## src/pdr_pkg.sv

```systemverilog
// package for the parameter store with dependent re-initialisation
package pdr_pkg;

  typedef logic [31:0] pdr_word_t;
  typedef logic [5:0]  pdr_idx_t;

  localparam int       NREG    = 40;
  localparam int       AW      = 8;
  localparam pdr_idx_t NREG_IX = 6'h28;

  // register indices; byte address is four times the index
  localparam pdr_idx_t IDX_INTYPE = 6'h00, IDX_TUNIT  = 6'h01, IDX_SCL_LO = 6'h02, IDX_SCL_HI = 6'h03;
  localparam pdr_idx_t IDX_SPL_LO = 6'h04, IDX_SPL_HI = 6'h05, IDX_CMODE  = 6'h06, IDX_PPAT   = 6'h07;
  localparam pdr_idx_t IDX_TUNE   = 6'h08, IDX_SPSRC  = 6'h09, IDX_XTYPE  = 6'h0A, IDX_ALMTYP = 6'h0B;
  localparam pdr_idx_t IDX_PASSWD = 6'h0C, IDX_PROTPW = 6'h0D, IDX_OUTASG = 6'h0E, IDX_EVASG  = 6'h0F;
  localparam pdr_idx_t IDX_DEADB  = 6'h10, IDX_HYSH   = 6'h11, IDX_HYSC   = 6'h12, IDX_WAITB  = 6'h13;
  localparam pdr_idx_t IDX_STSTAB = 6'h14, IDX_ATHYS  = 6'h15, IDX_LBALV  = 6'h16, IDX_LBABD  = 6'h17;
  localparam pdr_idx_t IDX_AHYS0  = 6'h18;
  localparam pdr_idx_t IDX_MVHI   = 6'h1C, IDX_MVLO   = 6'h1D, IDX_XHI    = 6'h1E, IDX_XLO    = 6'h1F;
  localparam pdr_idx_t IDX_RSPHI  = 6'h20, IDX_RSPLO  = 6'h21, IDX_PBH    = 6'h22, IDX_PBC    = 6'h23;
  localparam pdr_idx_t IDX_TIH    = 6'h24, IDX_TIC    = 6'h25, IDX_TDH    = 6'h26, IDX_TDC    = 6'h27;

  // field positions
  localparam int INTYPE_W  = 5;
  localparam int ST_BIT    = 0;
  localparam int RT_BIT    = 1;
  localparam int TU_BIT    = 2;   // 1 selects 0.1 s time unit
  localparam int RSPEN_BIT = 0;
  localparam int SPMOD_BIT = 1;   // 1 selects remote setpoint
  localparam int HC_BIT    = 0;
  localparam int UNIT_BIT  = 0;   // 1 selects Fahrenheit
  localparam int FW        = 4;   // function / type nibble width
  localparam int OA_CO2    = 0;
  localparam int OA_AUX1   = 4;
  localparam int OA_AUX2   = 8;
  localparam int OA_AUX4   = 12;
  localparam int N_ALARM   = 4;
  localparam int N_EVENT   = 6;

  // codes
  localparam logic [4:0]  ANALOG_FIRST  = 5'h19;
  localparam logic [3:0]  ALM_MV_HI     = 4'hE, ALM_MV_LO = 4'hF;
  localparam logic [3:0]  FN_NONE       = 4'h0, FN_COOL = 4'h1, FN_ALARM1 = 4'h2, FN_HEATER = 4'h3;
  localparam logic [3:0]  FN_PROG_END   = 4'h4, FN_ALARM2 = 4'h6;
  localparam logic [3:0]  EV_NONE       = 4'h0, EV_PROG_START = 4'h3;
  localparam logic [31:0] PPAT_OFF      = 32'h0000_0000;
  localparam logic [3:0]  XT_SP = 4'h0, XT_RSP = 4'h1, XT_PV = 4'h2, XT_MVH = 4'h3, XT_MVC = 4'h4;

  // fixed values, tenths where the value has one decimal
  localparam pdr_word_t V_1000     = 32'h0000_03E8;
  localparam pdr_word_t V_0        = 32'h0000_0000;
  localparam pdr_word_t V_NEG1000  = 32'hFFFF_FC18;
  localparam pdr_word_t AHYS_MV    = 32'h0000_0032;
  localparam pdr_word_t AHYS_NONMV = 32'h0000_0002;
  localparam pdr_word_t ATHYS_C    = 32'h0000_0008;
  localparam pdr_word_t ATHYS_F    = 32'h0000_000E;
  localparam pdr_word_t PB_DEF     = 32'h0000_0050;
  localparam pdr_word_t TI_1S      = 32'h0000_00E9, TI_01S = 32'h0000_091A;
  localparam pdr_word_t TD_1S      = 32'h0000_0028, TD_01S = 32'h0000_0190;

  // class dependent defaults: temperature / analog
  localparam pdr_word_t DEADB_T = 32'h0000_0000, DEADB_A = 32'h0000_0000;
  localparam pdr_word_t HYS_T   = 32'h0000_0008, HYS_A   = 32'h0000_000A;
  localparam pdr_word_t WAITB_T = 32'h0000_0000, WAITB_A = 32'h0000_0000;
  localparam pdr_word_t STST_T  = 32'h0000_000F, STST_A  = 32'h0000_000F;
  localparam pdr_word_t LBALV_T = 32'h0000_0050, LBALV_A = 32'h0000_0064;
  localparam pdr_word_t LBABD_T = 32'h0000_0030, LBABD_A = 32'h0000_0014;
  localparam pdr_word_t AHYS_T  = 32'h0000_0002, AHYS_A  = 32'h0000_0002;
  localparam pdr_word_t INR_HI  = 32'h0000_0514, INR_LO  = 32'hFFFF_FF38;

  localparam logic [1:0] RESP_OKAY = 2'b00, RESP_SLVERR = 2'b10;

  localparam pdr_word_t REG_RST [NREG] = '{
    32'h0000_0005, 32'h0000_0000, 32'h0000_0064, 32'h0000_0000,
    INR_LO,        INR_HI,        32'h0000_0000, PPAT_OFF,
    32'h0000_0000, 32'h0000_0000, 32'h0000_0000, 32'h0000_0000,
    32'h0000_0000, 32'h0000_0000, 32'h0000_6020, 32'h0000_0000,
    DEADB_T,       HYS_T,         HYS_T,         WAITB_T,
    STST_T,        ATHYS_C,       LBALV_T,       LBABD_T,
    AHYS_T,        AHYS_T,        AHYS_T,        AHYS_T,
    V_1000,        V_0,           INR_HI,        INR_LO,
    INR_HI,        INR_LO,        PB_DEF,        PB_DEF,
    TI_1S,         TI_1S,         TD_1S,         TD_1S};

endpackage

```

## src/pdr_param_store.sv

```systemverilog
// parameter store with dependent re-initialisation behind an AXI4-Lite slave
// Behaviour
// - class change reloads band and hysteresis defaults
// - class change reloads alarm hysteresis, except MV
// - alarm becomes MV kind: hysteresis 50
// - alarm leaves MV kind: hysteresis 2
// - autotuning hysteresis 0.8 Celsius, 1.4 Fahrenheit
// - self-tuning on forces local setpoint, remote off
// - self-tuning condition met does the same
// - remote setpoint off forces local setpoint
// - control mode change reloads MV limits
// - heating/cooling assigns cooling output
// - pattern off: aux1 heater alarm or alarm1
// - pattern not off: aux1 program end
// - pattern off unassigns program-start event inputs
// - robust tuning on, temperature input: sets 0.1 s unit
// - PID reload: band 8.0, 233, 40
// - change to analog with robust tuning: reload, tuning off
// - transfer limits follow transfer output type
// - range changes reload SP/PV transfer limits
// - control mode change reloads MV transfer limits
// - transfer type change always reloads limits
// - remote limits from input or scaling range
// - password change copies into protect password
//
// Register access over AXI4-Lite and the placing of the registers were chosen for this implementation.
`timescale 1ns/10ps
module pdr_param_store #(
  parameter bit HAS_CTRL_OUT2 = 1'b1,
  parameter bit HAS_FOUR_AUX  = 1'b0,
  parameter bit HAS_HB_HS     = 1'b1
) (
  input  wire logic                       REF_CLK,
  input  wire logic                       RST_N,
  input  wire logic [pdr_pkg::AW-1:0]     S_AXI_AWADDR,
  input  wire logic                       S_AXI_AWVALID,
  output logic                            S_AXI_AWREADY,
  input  wire logic [31:0]                S_AXI_WDATA,
  input  wire logic [3:0]                 S_AXI_WSTRB,
  input  wire logic                       S_AXI_WVALID,
  output logic                            S_AXI_WREADY,
  output logic [1:0]                      S_AXI_BRESP,
  output logic                            S_AXI_BVALID,
  input  wire logic                       S_AXI_BREADY,
  input  wire logic [pdr_pkg::AW-1:0]     S_AXI_ARADDR,
  input  wire logic                       S_AXI_ARVALID,
  output logic                            S_AXI_ARREADY,
  output logic [31:0]                     S_AXI_RDATA,
  output logic [1:0]                      S_AXI_RRESP,
  output logic                            S_AXI_RVALID,
  input  wire logic                       S_AXI_RREADY,
  input  wire logic                       ST_COND_MET,
  output logic                            SP_REMOTE_SEL,
  output logic                            HEAT_COOL_SEL
);
  import pdr_pkg::*;

  pdr_word_t   mem_r   [NREG];
  pdr_word_t   mem_nxt [NREG];
  pdr_word_t   mem_w   [NREG];

  logic        aw_full_r, aw_full_nxt;
  pdr_idx_t    aw_idx_r, aw_idx_nxt;
  logic        aw_ok_r, aw_ok_nxt;
  logic        w_full_r, w_full_nxt;
  pdr_word_t   wdata_r, wdata_nxt;
  logic [3:0]  wstrb_r, wstrb_nxt;
  logic        bvalid_r, bvalid_nxt;
  logic [1:0]  bresp_r, bresp_nxt;
  logic        rvalid_r, rvalid_nxt;
  pdr_word_t   rdata_r, rdata_nxt;
  logic [1:0]  rresp_r, rresp_nxt;
  logic        st_cond_q_r, st_cond_q_nxt;
  logic        wr_go;

  // handshake outputs are flops or inverted flops, data comes from flops
  assign S_AXI_AWREADY = !aw_full_r;
  assign S_AXI_WREADY  = !w_full_r;
  assign S_AXI_BVALID  = bvalid_r;
  assign S_AXI_BRESP   = bresp_r;
  assign S_AXI_ARREADY = !rvalid_r;
  assign S_AXI_RVALID  = rvalid_r;
  assign S_AXI_RDATA   = rdata_r;
  assign S_AXI_RRESP   = rresp_r;
  assign SP_REMOTE_SEL = mem_r[IDX_SPSRC][SPMOD_BIT];
  assign HEAT_COOL_SEL = mem_r[IDX_CMODE][HC_BIT];

  // write applies only once address and data are both held and the
  // previous response is gone, so one write is in flight at a time
  assign wr_go = aw_full_r && w_full_r && !bvalid_r;

  // bus channel state
  always_comb
  begin
    aw_full_nxt = aw_full_r;
    aw_idx_nxt  = aw_idx_r;
    aw_ok_nxt   = aw_ok_r;
    w_full_nxt  = w_full_r;
    wdata_nxt   = wdata_r;
    wstrb_nxt   = wstrb_r;
    bvalid_nxt  = bvalid_r;
    bresp_nxt   = bresp_r;
    rvalid_nxt  = rvalid_r;
    rdata_nxt   = rdata_r;
    rresp_nxt   = rresp_r;
    if (S_AXI_AWVALID && !aw_full_r)
    begin
      aw_full_nxt = 1'b1;
      aw_idx_nxt  = S_AXI_AWADDR[AW-1:2];
      aw_ok_nxt   = (S_AXI_AWADDR[AW-1:2] < NREG_IX);
    end
    if (S_AXI_WVALID && !w_full_r)
    begin
      w_full_nxt = 1'b1;
      wdata_nxt  = S_AXI_WDATA;
      wstrb_nxt  = S_AXI_WSTRB;
    end
    if (S_AXI_BREADY && bvalid_r)
      bvalid_nxt = 1'b0;
    // response raised in the cycle the store and its reloads commit
    // atomic write commit
    if (wr_go)
    begin
      aw_full_nxt = 1'b0;
      w_full_nxt  = 1'b0;
      bvalid_nxt  = 1'b1;
      bresp_nxt   = aw_ok_r ? RESP_OKAY : RESP_SLVERR;
    end
    if (S_AXI_RREADY && rvalid_r)
      rvalid_nxt = 1'b0;
    // unmapped reads answer zero with an error
    if (S_AXI_ARVALID && !rvalid_r)
    begin
      rvalid_nxt = 1'b1;
      if (S_AXI_ARADDR[AW-1:2] < NREG_IX)
      begin
        rdata_nxt = mem_r[S_AXI_ARADDR[AW-1:2]];
        rresp_nxt = RESP_OKAY;
      end
      else
      begin
        rdata_nxt = V_0;
        rresp_nxt = RESP_SLVERR;
      end
    end
  end

  always_ff @(posedge REF_CLK)
  begin
    if (!RST_N)
    begin
      aw_full_r <= 1'b0;
      aw_idx_r  <= 6'h00;
      aw_ok_r   <= 1'b0;
      w_full_r  <= 1'b0;
      wdata_r   <= 32'h0000_0000;
      wstrb_r   <= 4'h0;
      bvalid_r  <= 1'b0;
      bresp_r   <= RESP_OKAY;
      rvalid_r  <= 1'b0;
      rdata_r   <= 32'h0000_0000;
      rresp_r   <= RESP_OKAY;
    end
    else
    begin
      aw_full_r <= aw_full_nxt;
      aw_idx_r  <= aw_idx_nxt;
      aw_ok_r   <= aw_ok_nxt;
      w_full_r  <= w_full_nxt;
      wdata_r   <= wdata_nxt;
      wstrb_r   <= wstrb_nxt;
      bvalid_r  <= bvalid_nxt;
      bresp_r   <= bresp_nxt;
      rvalid_r  <= rvalid_nxt;
      rdata_r   <= rdata_nxt;
      rresp_r   <= rresp_nxt;
    end
  end

  // parameter store: raw write first, then every dependent reload is
  // folded into the same next value, so no read ever sees half a set
  always_comb
  begin
    logic       an_old;
    logic       an_new;
    logic       class_chg;
    logic       unit_f;
    logic       hit;
    logic       rt_reload;
    logic [3:0] xt;
    logic [3:0] at_old;
    logic [3:0] at_new;
    pdr_word_t  in_hi;
    pdr_word_t  in_lo;
    an_old    = 1'b0;
    an_new    = 1'b0;
    class_chg = 1'b0;
    unit_f    = 1'b0;
    hit       = 1'b0;
    rt_reload = 1'b0;
    xt        = 4'h0;
    at_old    = 4'h0;
    at_new    = 4'h0;
    in_hi     = V_0;
    in_lo     = V_0;
    mem_w     = mem_r;
    st_cond_q_nxt = ST_COND_MET;
    // byte lanes of the raw write
    if (wr_go && aw_ok_r)
      for (int b = 0; b < 4; b++)
        if (wstrb_r[b])
          mem_w[aw_idx_r][8*b +: 8] = wdata_r[8*b +: 8];
    mem_nxt = mem_w;

    an_old    = mem_r[IDX_INTYPE][INTYPE_W-1:0] >= ANALOG_FIRST;
    an_new    = mem_w[IDX_INTYPE][INTYPE_W-1:0] >= ANALOG_FIRST;
    class_chg = an_old != an_new;
    unit_f    = mem_w[IDX_TUNIT][UNIT_BIT];
    hit       = wr_go && aw_ok_r;
    xt        = mem_w[IDX_XTYPE][FW-1:0];
    in_hi     = an_new ? mem_w[IDX_SCL_HI] : INR_HI;
    in_lo     = an_new ? mem_w[IDX_SCL_LO] : INR_LO;

    if (class_chg)
    begin
      mem_nxt[IDX_DEADB]  = an_new ? DEADB_A : DEADB_T;
      mem_nxt[IDX_HYSH]   = an_new ? HYS_A   : HYS_T;
      mem_nxt[IDX_HYSC]   = an_new ? HYS_A   : HYS_T;
      mem_nxt[IDX_WAITB]  = an_new ? WAITB_A : WAITB_T;
      mem_nxt[IDX_STSTAB] = an_new ? STST_A  : STST_T;
      mem_nxt[IDX_LBALV]  = an_new ? LBALV_A : LBALV_T;
      mem_nxt[IDX_LBABD]  = an_new ? LBABD_A : LBABD_T;
    end
    if (class_chg || (mem_r[IDX_TUNIT][UNIT_BIT] != unit_f))
      mem_nxt[IDX_ATHYS] = unit_f ? ATHYS_F : ATHYS_C;

    // alarm hysteresis, per alarm
    for (int a = 0; a < N_ALARM; a++)
    begin
      at_old = mem_r[IDX_ALMTYP][FW*a +: FW];
      at_new = mem_w[IDX_ALMTYP][FW*a +: FW];
      if (class_chg && at_new != ALM_MV_HI && at_new != ALM_MV_LO)
        mem_nxt[IDX_AHYS0 + 6'(a)] = an_new ? AHYS_A : AHYS_T;
      if ((at_old != ALM_MV_HI && at_old != ALM_MV_LO) && (at_new == ALM_MV_HI || at_new == ALM_MV_LO))
        mem_nxt[IDX_AHYS0 + 6'(a)] = AHYS_MV;
      if ((at_old == ALM_MV_HI || at_old == ALM_MV_LO) && (at_new != ALM_MV_HI && at_new != ALM_MV_LO))
        mem_nxt[IDX_AHYS0 + 6'(a)] = AHYS_NONMV;
    end

    if (!an_new && !mem_r[IDX_TUNE][RT_BIT] && mem_w[IDX_TUNE][RT_BIT])
    begin
      mem_nxt[IDX_TUNE][TU_BIT] = 1'b1;
      rt_reload = 1'b1;
    end
    if (an_new && !an_old && mem_w[IDX_TUNE][RT_BIT])
    begin
      mem_nxt[IDX_TUNE][RT_BIT] = 1'b0;
      mem_nxt[IDX_TUNE][TU_BIT] = 1'b0;
      rt_reload = 1'b1;
    end
    if (rt_reload)
    begin
      mem_nxt[IDX_PBH] = PB_DEF;
      mem_nxt[IDX_PBC] = PB_DEF;
      mem_nxt[IDX_TIH] = mem_nxt[IDX_TUNE][TU_BIT] ? TI_01S : TI_1S;
      mem_nxt[IDX_TIC] = mem_nxt[IDX_TUNE][TU_BIT] ? TI_01S : TI_1S;
      mem_nxt[IDX_TDH] = mem_nxt[IDX_TUNE][TU_BIT] ? TD_01S : TD_1S;
      mem_nxt[IDX_TDC] = mem_nxt[IDX_TUNE][TU_BIT] ? TD_01S : TD_1S;
    end

    if (mem_r[IDX_SPSRC][RSPEN_BIT] && !mem_w[IDX_SPSRC][RSPEN_BIT])
      mem_nxt[IDX_SPSRC][SPMOD_BIT] = 1'b0;
    if (!mem_r[IDX_TUNE][ST_BIT] && mem_w[IDX_TUNE][ST_BIT])
    begin
      mem_nxt[IDX_SPSRC][SPMOD_BIT] = 1'b0;
      mem_nxt[IDX_SPSRC][RSPEN_BIT] = 1'b0;
    end
    if (ST_COND_MET && !st_cond_q_r)
    begin
      mem_nxt[IDX_SPSRC][SPMOD_BIT] = 1'b0;
      mem_nxt[IDX_SPSRC][RSPEN_BIT] = 1'b0;
    end

    if (mem_r[IDX_CMODE][HC_BIT] != mem_w[IDX_CMODE][HC_BIT])
    begin
      mem_nxt[IDX_MVHI] = V_1000;
      mem_nxt[IDX_MVLO] = mem_w[IDX_CMODE][HC_BIT] ? V_NEG1000 : V_0;
      // standard control falls back to the reset assignment
      mem_nxt[IDX_OUTASG] = REG_RST[IDX_OUTASG];
      if (mem_w[IDX_CMODE][HC_BIT])
      begin
        if (HAS_CTRL_OUT2)
          mem_nxt[IDX_OUTASG][OA_CO2 +: FW] = FN_COOL;
        else if (HAS_FOUR_AUX)
          mem_nxt[IDX_OUTASG][OA_AUX4 +: FW] = FN_COOL;
        else
          mem_nxt[IDX_OUTASG][OA_AUX2 +: FW] = FN_COOL;
      end
    end

    // any write of the program pattern re-decides auxiliary output 1
    if (hit && aw_idx_r == IDX_PPAT)
    begin
      if (mem_w[IDX_PPAT] == PPAT_OFF)
        mem_nxt[IDX_OUTASG][OA_AUX1 +: FW] = HAS_HB_HS ? FN_HEATER : FN_ALARM1;
      else
        mem_nxt[IDX_OUTASG][OA_AUX1 +: FW] = FN_PROG_END;
    end
    if (mem_r[IDX_PPAT] != PPAT_OFF && mem_w[IDX_PPAT] == PPAT_OFF)
      for (int e = 0; e < N_EVENT; e++)
        if (mem_w[IDX_EVASG][FW*e +: FW] == EV_PROG_START)
          mem_nxt[IDX_EVASG][FW*e +: FW] = EV_NONE;

    if ((hit && (aw_idx_r <= IDX_SPL_HI) && (xt == XT_SP || xt == XT_RSP || xt == XT_PV))
        || ((mem_r[IDX_CMODE][HC_BIT] != mem_w[IDX_CMODE][HC_BIT]) && (xt == XT_MVH || xt == XT_MVC))
        || (mem_r[IDX_XTYPE] != mem_w[IDX_XTYPE]))
    begin
      if (xt == XT_SP || xt == XT_RSP)
      begin
        mem_nxt[IDX_XHI] = mem_w[IDX_SPL_HI];
        mem_nxt[IDX_XLO] = mem_w[IDX_SPL_LO];
      end
      else if (xt == XT_PV)
      begin
        mem_nxt[IDX_XHI] = in_hi;
        mem_nxt[IDX_XLO] = in_lo;
      end
      else
      begin
        mem_nxt[IDX_XHI] = V_1000;
        mem_nxt[IDX_XLO] = V_0;
      end
    end

    if (hit && aw_idx_r <= IDX_SCL_HI)
    begin
      mem_nxt[IDX_RSPHI] = in_hi;
      mem_nxt[IDX_RSPLO] = in_lo;
    end

    if (mem_r[IDX_PASSWD] != mem_w[IDX_PASSWD])
      mem_nxt[IDX_PROTPW] = mem_w[IDX_PASSWD];
  end

  // storage flops, reset to the documented defaults
  always_ff @(posedge REF_CLK)
  begin
    if (!RST_N)
    begin
      mem_r       <= REG_RST;
      st_cond_q_r <= 1'b0;
    end
    else
    begin
      mem_r       <= mem_nxt;
      st_cond_q_r <= st_cond_q_nxt;
    end
  end

endmodule

```

## config.mk

```make
export PLATFORM = sky130hd
export DESIGN_NAME = pdr_param_store
export DESIGN_NICKNAME = d
export VERILOG_FILES = /design/src/pdr_pkg.sv /design/src/pdr_param_store.sv
export SDC_FILE = /design/constraint.sdc
export NUM_CORES = 2
export LEC_CHECK = 0
export BUFFER_PORTS_ARGS = -buffer_cell sky130_fd_sc_hd__clkbuf_2
export CAP_MARGIN = 20
export CORE_MARGIN = 2
export CORE_UTILIZATION = 45
export DETAILED_ROUTE_END_ITERATION = 16
export PLACE_DENSITY = 0.6
export SLEW_MARGIN = 40
export SYNTH_ARGS = -nofsm -noshare
export SYNTH_HDL_FRONTEND = slang
export SYNTH_SLANG_ARGS = --single-unit
```

## constraint.sdc

```tcl
create_clock -name REF_CLK -period 5.1 [get_ports REF_CLK]
set_clock_uncertainty 0.1 [all_clocks]
set_input_delay 1.02 -clock REF_CLK [delete_from_list [all_inputs] [get_ports REF_CLK]]
set_output_delay 1.02 -clock REF_CLK [all_outputs]
set_load 0.01 [all_outputs]
```

======== Yosys cells after proc, flatten, opt, wreduce, memory -nomap -nowiden ========
Index checks and enable logic that the tools add are counted.
cells by class
  $lt $le $gt $ge ......................... 9
  eq/ne operators ......................... 48
  mux-type cells .......................... 72
  bitwise logic cells ..................... 3
  reduce and logical (&&, ||, !) cells .... 102
operators by type and width
  operator                                                         count
  1280-bit 2-to-1 mux                                              7
  1280-bit bitwise mux                                             4
  1253-bit 2-to-1 mux                                              1
  32-bit demux with 6-bit select                                   4
  32-bit 2-to-1 mux                                                10
  64-bit 2-to-1 mux                                                5
  128-bit 2-to-1 mux                                               2
  32-bit binary-select mux with 6-bit select                       1
  4-bit == test, second input constant                             16
  32-bit inequality test                                           2
  4-bit inequality test, second input constant                     16
  6-bit 2-to-1 mux                                                 10
  24-bit 2-to-1 mux                                                2
  1-bit logical AND                                                46
  4-bit by 2-bit == test with 1-bit output, second input constant  8
  32-bit zero test                                                 1
  32-bit nonzero test                                              1
  4-bit 2-to-1 mux                                                 7
  4-bit OR reduction                                               5
  2-bit nonzero test                                               9
  2-bit OR reduction                                               9
  16-bit 2-to-1 mux                                                1
  8-bit 2-to-1 mux                                                 2
  3-bit nonzero test                                               5
  21 further kinds                                                 60
word-level totals
  register bits ........................... 1364
  bits of input ports ..................... 60
  output and inout bits ................... 43
  word-level logic and storage cells ...... 301

======== Depth between registers and ports, before layout ========
  depth after elaboration ................. 25
  depth in mapped cells ................... 14
  gate-level depth less buffers ........... 9

======== Worst setup path before layout ========
No wires, ideal clock.
  kind .................................... input port to flip-flop
  from .................................... input S_AXI_ARADDR[3] (netlist bit)
  to ...................................... register rdata_r[0] (netlist: S_AXI_RDATA[0])
  setup time .............................. 0.117 ns
  arrival ................................. 3.124 ns
  slack ................................... 1.759 ns
  stages on the path ...................... 9
  path buffers ............................ 4
  cell sequence ........................... buf_2 > buf_4 > clkbuf_1 > clkbuf_1 > mux4_2 > mux4_2 > mux2i_1 > o22ai_1 > a22o_1
on the way
  word-level cells in the longest chain between the ends .. 5
ends and longest elaborated chain
  item                                                    RTL line                RTL
  start: declaration                                      pdr_param_store.sv:45   input wire logic [pdr_pkg::AW-1:0] S_AXI_ARADDR,
  6-bit inverter with 7-bit output (not written as such)  pdr_param_store.sv:137  rdata_nxt = mem_r[S_AXI_ARADDR[AW-1:2]];
  32-bit binary-select mux with 6-bit select              pdr_param_store.sv:137
  32-bit 2-to-1 mux (not written as such) (2 in series)   pdr_param_store.sv:137
  32-bit 2-to-1 mux (*)                                   pdr_param_store.sv:135  if (S_AXI_ARADDR[AW-1:2] < NREG_IX)
  end signal: assignment                                  pdr_param_store.sv:175  rdata_r <= rdata_nxt;
  end: declaration                                        pdr_param_store.sv:71   pdr_word_t rdata_r, rdata_nxt;
Every way passes the cells marked *; elsewhere a longest branch is shown, timed or not. The select of a mux whose other input is x is not followed.
A chain may end at the register's enable or synchronous reset.

======== Worst setup path in the final report ========
  from .................................... register w_full_r
  to ...................................... register mem_r[598] (netlist bit)
on the way
  word-level cells in the longest chain between the ends .. 8
ends and longest elaborated chain
  item                                                            RTL line                RTL
  start: declaration                                              pdr_param_store.sv:65   logic w_full_r, w_full_nxt;
  start signal: assignment                                        pdr_param_store.sv:169  w_full_r <= w_full_nxt;
  1-bit logical AND (*) (2 in series)                             pdr_param_store.sv:90   assign wr_go = aw_full_r && w_full_r && !bvalid_r;
  1-bit logical AND (*)                                           pdr_param_store.sv:209  if (wr_go && aw_ok_r)
  1253-bit 2-to-1 mux                                             pdr_param_store.sv:209
  5-bit greater-or-equal comparator                               pdr_param_store.sv:216  an_new = mem_w[IDX_INTYPE][INTYPE_W-1:0] >= ANALOG_FIRST;
  1-bit inequality test                                           pdr_param_store.sv:217  class_chg = an_old != an_new;
  1-bit logical OR                                                pdr_param_store.sv:234  if (class_chg || (mem_r[IDX_TUNIT][UNIT_BIT] != unit_f))
  32-bit 2-to-1 mux / 2-bit nonzero test (equally long branches)  --
  end signal: assignment                                          pdr_param_store.sv:355  mem_r <= mem_nxt;
  end: declaration                                                pdr_param_store.sv:58   pdr_word_t mem_r [NREG];
Marks and branches as above.

==> results by stage <==
Status:
- The flow ran to the end, and the final reports show no timing, DRC or antenna violations.

Logic synthesis:
- The most common flop cell mapped by yosys is sky130_fd_sc_hd__dfxtp_1.
- For this run, the register share of the synthesized area comes to 42.9%.
- Counting flops with a built-in enable in the synthesized netlist gives 0.
- Counting flops with an async set or reset pin after synthesis yields a share of 0%.
- The synthesized design contains 1362 register bits.
- After synthesis the cells add up to 63600 um2.
- The synthesized instance count is 7043.
- Yosys mapped the design onto 101 distinct sky130hd cell types.
- The yosys synthesis warning count is 0.
- The post-synthesis average cell area is 9.02 um2.

STA:
- The clock period minus final worst setup slack is 4520 ps.
- For the pin with the worst max-slew slack, the measured transition is 936 ps.
- The maximum achievable frequency is 221 MHz.
- Summed over all failing endpoints, the final setup total negative slack is 0 ps.
- Of the available clock period, the critical path in the final layout requires 88.7%.
- Setup repair after global routing left no endpoint under its margin.
- Setup violations remaining at the end of the flow were counted as 0.
- The number of endpoints with negative hold slack in the final report is 0.
- The worst slew slack as a fraction of its limit is 35.8%.
- The final critical-path setup slack is 578 ps.
- The final number of max-transition violations is 0.

Global routing:
- The all-layer global routing usage is 33.8%.
- The number of antenna violations at the first check in global routing is 8.
- The pin count of the biggest net entering global routing is 184.
- The sum of overflow across all layers after global routing is 0.
- The first global-routing pass estimated 365000 um of wire.
- The via count of the first global-routing pass is 53300.

Pwr:
- The total power divided by cell area is 331 nW/um2.
- The internal power is 17.8 mW.
- The maximum vdd drop is 331 uV.
- The sequential cell fraction of total power is 45.5%.
- The switching share of power is 24.6%.
- The total leakage power is 25.3 nW.
- Of the total power, combinational logic draws 6.3%.
- The relative contribution of the clock network to total power is 48.2%.
- The total chip power is 23.6 mW.
- The net switching power of the design is 5.82 mW.

Drt:
- The ratio of routed vias to standard cells is 6.46.
- The number of violations reported at the end of detailed-routing iteration 0 is 7545.
- The average routed wire per standard cell is 28.5 um.
- The via count is 57200.
- For this run, the detailed router's first-pass iteration total came to 9.
- The final layout contains routed wiring with a total length of 252000 um.
- The number of remaining DRC errors is 0.
- The final antenna-violating net count is 0.

Die:
- The I/O pin total is 103.
- The core box area is 140000 um2.
- The die covers 144000 um2.
- Row generation in the floorplan step produced 137 rows.
- The die outline height is 380 um.
- The overall die width is 380 um.
- The initial cell density of the core is 45.4%.

Placement:
- The estimated wirelength of the detail-placed design is 173000 um.
- Including well taps, the total number of placed cells is 8581.
- Prior to clock tree synthesis, the placed netlist has a worst setup slack of 885 ps.
- Buffers placed on the I/O ports in this run total 96.
- The final weighted congestion in routability-driven placement is 0.963.

Finish:
- The final layout contains 6928 nets.
- The count of cells in the finished layout, fillers not included, comes to 8861.
- Relative to the synthesized area, the layout overhead comes to 12.2%.
- The fraction of the core area covered by cells at the end of the flow is 51.0%.
- The fraction of layout instances using a drive strength above 1 is 16.6%.

Clock network:
- The maximum buffer depth of the clock tree is 3.
- TritonCTS built the clock tree.
- The total CTS buffers is 151.
- CTS saw 1362 sinks.
- Clock-pin slew was measured on the worst setup and hold paths at 60 ps.
- After clock tree synthesis, the flow added hold-fix buffers numbering 0.
- The post-cts gate resize count is 0.
- Buffers added to address setup during post-CTS repair amount to 0.
- The cell sitting at the root of the clock tree is a sky130_fd_sc_hd__clkbuf_16.
- The maximum level of the CTS H-tree is 4.
- The later pin in the worst-skew pair is clocked with a latency of 810 ps.

Worst setup path:
- The endpoint identified for the worst register-to-register timing path is mem_r[598].
- The most critical setup path has its endpoint at mem_r[598].
- The capturing element type of the critical path is a flip-flop.
- The cell depth of the worst flop-to-flop path is 10.
- The category of the worst setup path launch point is a flip-flop.
- The critical path startpoint is w_full_r.
- In this run the critical register-to-register path is launched from w_full_r.
- The largest fanout on the critical path is 17.
- For the worst setup path, the data arrival time is 5140 ps.
- The worst setup path is of the flip-flop to flip-flop kind.
- The setup slack of the worst register-to-register path is 580 ps.
- The required time at the endpoint of the critical path is 5720 ps.

Job:
- The max-cap check violation count is 0.

Min path:
- In this run the worst hold path is classified as input pin to flip-flop.
## cells in the final DEF, fill, tap and decap left out, types with 22 or more instances in the layout
cell                           n
sky130_fd_sc_hd__a211oi_1     65
sky130_fd_sc_hd__or3_1        22
sky130_fd_sc_hd__a22oi_1     160
sky130_fd_sc_hd__a21oi_1     882
sky130_fd_sc_hd__clkbuf_8     47
sky130_fd_sc_hd__o22ai_1      61
sky130_fd_sc_hd__clkinv_2     22
sky130_fd_sc_hd__a221oi_1     48
sky130_fd_sc_hd__buf_4       234
sky130_fd_sc_hd__nand3_1     623
sky130_fd_sc_hd__clkbuf_1     32
sky130_fd_sc_hd__dfxtp_1    1344
sky130_fd_sc_hd__and3_1       28
sky130_fd_sc_hd__mux2i_1     238
sky130_fd_sc_hd__nor3_1       35
sky130_fd_sc_hd__nand4_1      27
sky130_fd_sc_hd__mux4_2      384
sky130_fd_sc_hd__clkbuf_16   156
sky130_fd_sc_hd__nand2_1    1127
sky130_fd_sc_hd__a22o_1       45
sky130_fd_sc_hd__inv_1        48
sky130_fd_sc_hd__clkbuf_2     91
sky130_fd_sc_hd__nor2_1      631
sky130_fd_sc_hd__a221o_1      32
sky130_fd_sc_hd__o21ai_0      84
sky130_fd_sc_hd__buf_12       22
## power groups by stage
stage	Combinational [mW]	Sequential [mW]	Clock [mW]
finish	1.48	10.7	11.4
CTS	1.44	10.7	11.4
global route	1.51	10.7	11.8
global placement	1.42	11.0	0
floorplan	0.874	10.9	0
detailed placement	1.43	11.0	0
## cells by family (layout without fill, tap and decap cells)
| kind of cell | count (synthesis) | after routing | synth area share [%] |
|---|---|---|---|
| AO/OA/AOI/OAI | 1587 | 1587 | 15.7 |
| flip-flops | 1362 | 1362 | 42.9 |
| AND/OR/NAND/NOR | 2662 | 2662 | 18.2 |
| adder cells (fa/ha/maj) | 9 | 9 | 0.177 |
| buffers and inverters | 755 | 691 | 5.02 |
| multiplexers | 640 | 640 | 17.7 |
| XOR/XNOR | 27 | 27 | 0.372 |
| other | 1 | 7 | 0.00590 |
## critical path, stage by stage, from the launching register on
cell and delay, ps:
sky130_fd_sc_hd__dfxtp_1 430, sky130_fd_sc_hd__and4b_2 600, sky130_fd_sc_hd__nand4_1 570, sky130_fd_sc_hd__mux2_2 610, sky130_fd_sc_hd__inv_2 70, sky130_fd_sc_hd__ha_1 350
sky130_fd_sc_hd__buf_4 260, sky130_fd_sc_hd__and2_1 390, sky130_fd_sc_hd__nand2_2 440, sky130_fd_sc_hd__buf_4 410, sky130_fd_sc_hd__a21oi_1 180
## routing by layer
metal,track usage (%),vias up,wire length [um]
met4,16.9,4,13700
met3,7.91,662,28800
met5,0,-,23
met1,45.5,28000,99600
met2,50.7,3502,110000
li1,-,25000,-
## state kept, by name, summed over array words and instances (netlist names), 4 cells and up
name         cells
S_AXI_RDATA     32
wdata_r         32
aw_idx_r         6
mem_r         1278
wstrb_r          4
## synthesized netlist by cell type, types with 10 or more instances
cell                       number  area share, %
sky130_fd_sc_hd__nor4_1        14           0.14
sky130_fd_sc_hd__a221o_1       32           0.50
sky130_fd_sc_hd__mux4_2       384             14
sky130_fd_sc_hd__nor2_1       662            3.9
sky130_fd_sc_hd__buf_6         12           0.21
sky130_fd_sc_hd__and3_1        30           0.30
sky130_fd_sc_hd__a22oi_1      160            1.9
sky130_fd_sc_hd__nand2b_1      18           0.18
sky130_fd_sc_hd__a21oi_1      884            7.0
sky130_fd_sc_hd__o21ai_1       15           0.12
sky130_fd_sc_hd__buf_1         77           0.45
sky130_fd_sc_hd__dfxtp_1     1362             43
sky130_fd_sc_hd__o2111a_1      18           0.32
sky130_fd_sc_hd__xnor2_1       10           0.14
sky130_fd_sc_hd__mux2i_1      238            3.7
sky130_fd_sc_hd__o22ai_1       61           0.60
sky130_fd_sc_hd__a22o_1        45           0.62
sky130_fd_sc_hd__and2_1        18           0.18
sky130_fd_sc_hd__nand2_1     1132            6.7
sky130_fd_sc_hd__o31ai_1       10           0.12
sky130_fd_sc_hd__a211oi_1      65           0.77
sky130_fd_sc_hd__buf_2        149            1.2
sky130_fd_sc_hd__clkbuf_1     437            2.6
sky130_fd_sc_hd__o211ai_1      15           0.18
sky130_fd_sc_hd__o21ai_0       85           0.67
sky130_fd_sc_hd__mux2_2        17           0.30
sky130_fd_sc_hd__nand3_1      626            4.9
sky130_fd_sc_hd__nor3_1        40           0.31
sky130_fd_sc_hd__a31oi_1       17           0.17
sky130_fd_sc_hd__o31a_1        15           0.21
sky130_fd_sc_hd__nand4_1       27           0.27
sky130_fd_sc_hd__or3_1         22           0.22
sky130_fd_sc_hd__buf_4         17           0.20
sky130_fd_sc_hd__inv_1         48           0.28
sky130_fd_sc_hd__a221oi_1      48           0.66
sky130_fd_sc_hd__xor2_1        17           0.23
## how the worst min path moves through the flow
stage,start,endpoint,slack (ps),cells after the start
2_1_floorplan,mem_r[418],mem_r[418],330,2
3_3_place_gp,mem_r[647],mem_r[647],340,2
3_5_place_dp,mem_r[1228],mem_r[1228],340,2
4_1_cts,S_AXI_RREADY,S_AXI_RVALID,260,2
5_1_grt,S_AXI_RREADY,S_AXI_RVALID,290,2
6_report,S_AXI_RREADY,S_AXI_RVALID,290,2
## cell type report
type	instances	area (um2)
timing repair buffer	356	2810
fill	12900	68600
antenna	5	12.5
tap	1876	2350
clock inverter	39	465
inverter	61	241
clock buffer	235	4670
sequential	1362	27300
multi-input combinational	4927	33500
## stage by stage
| stage | hold WS (ps) | area [um2] |
|---|---|---|
| finish | 291 | 71300 |
| CTS | 258 | 71300 |
| floorplan | 332 | 63600 |
| global route | 286 | 71300 |
| global placement | 338 | 66000 |
| detailed placement | 344 | 66100 |
(Power assumes the default switching activity.)
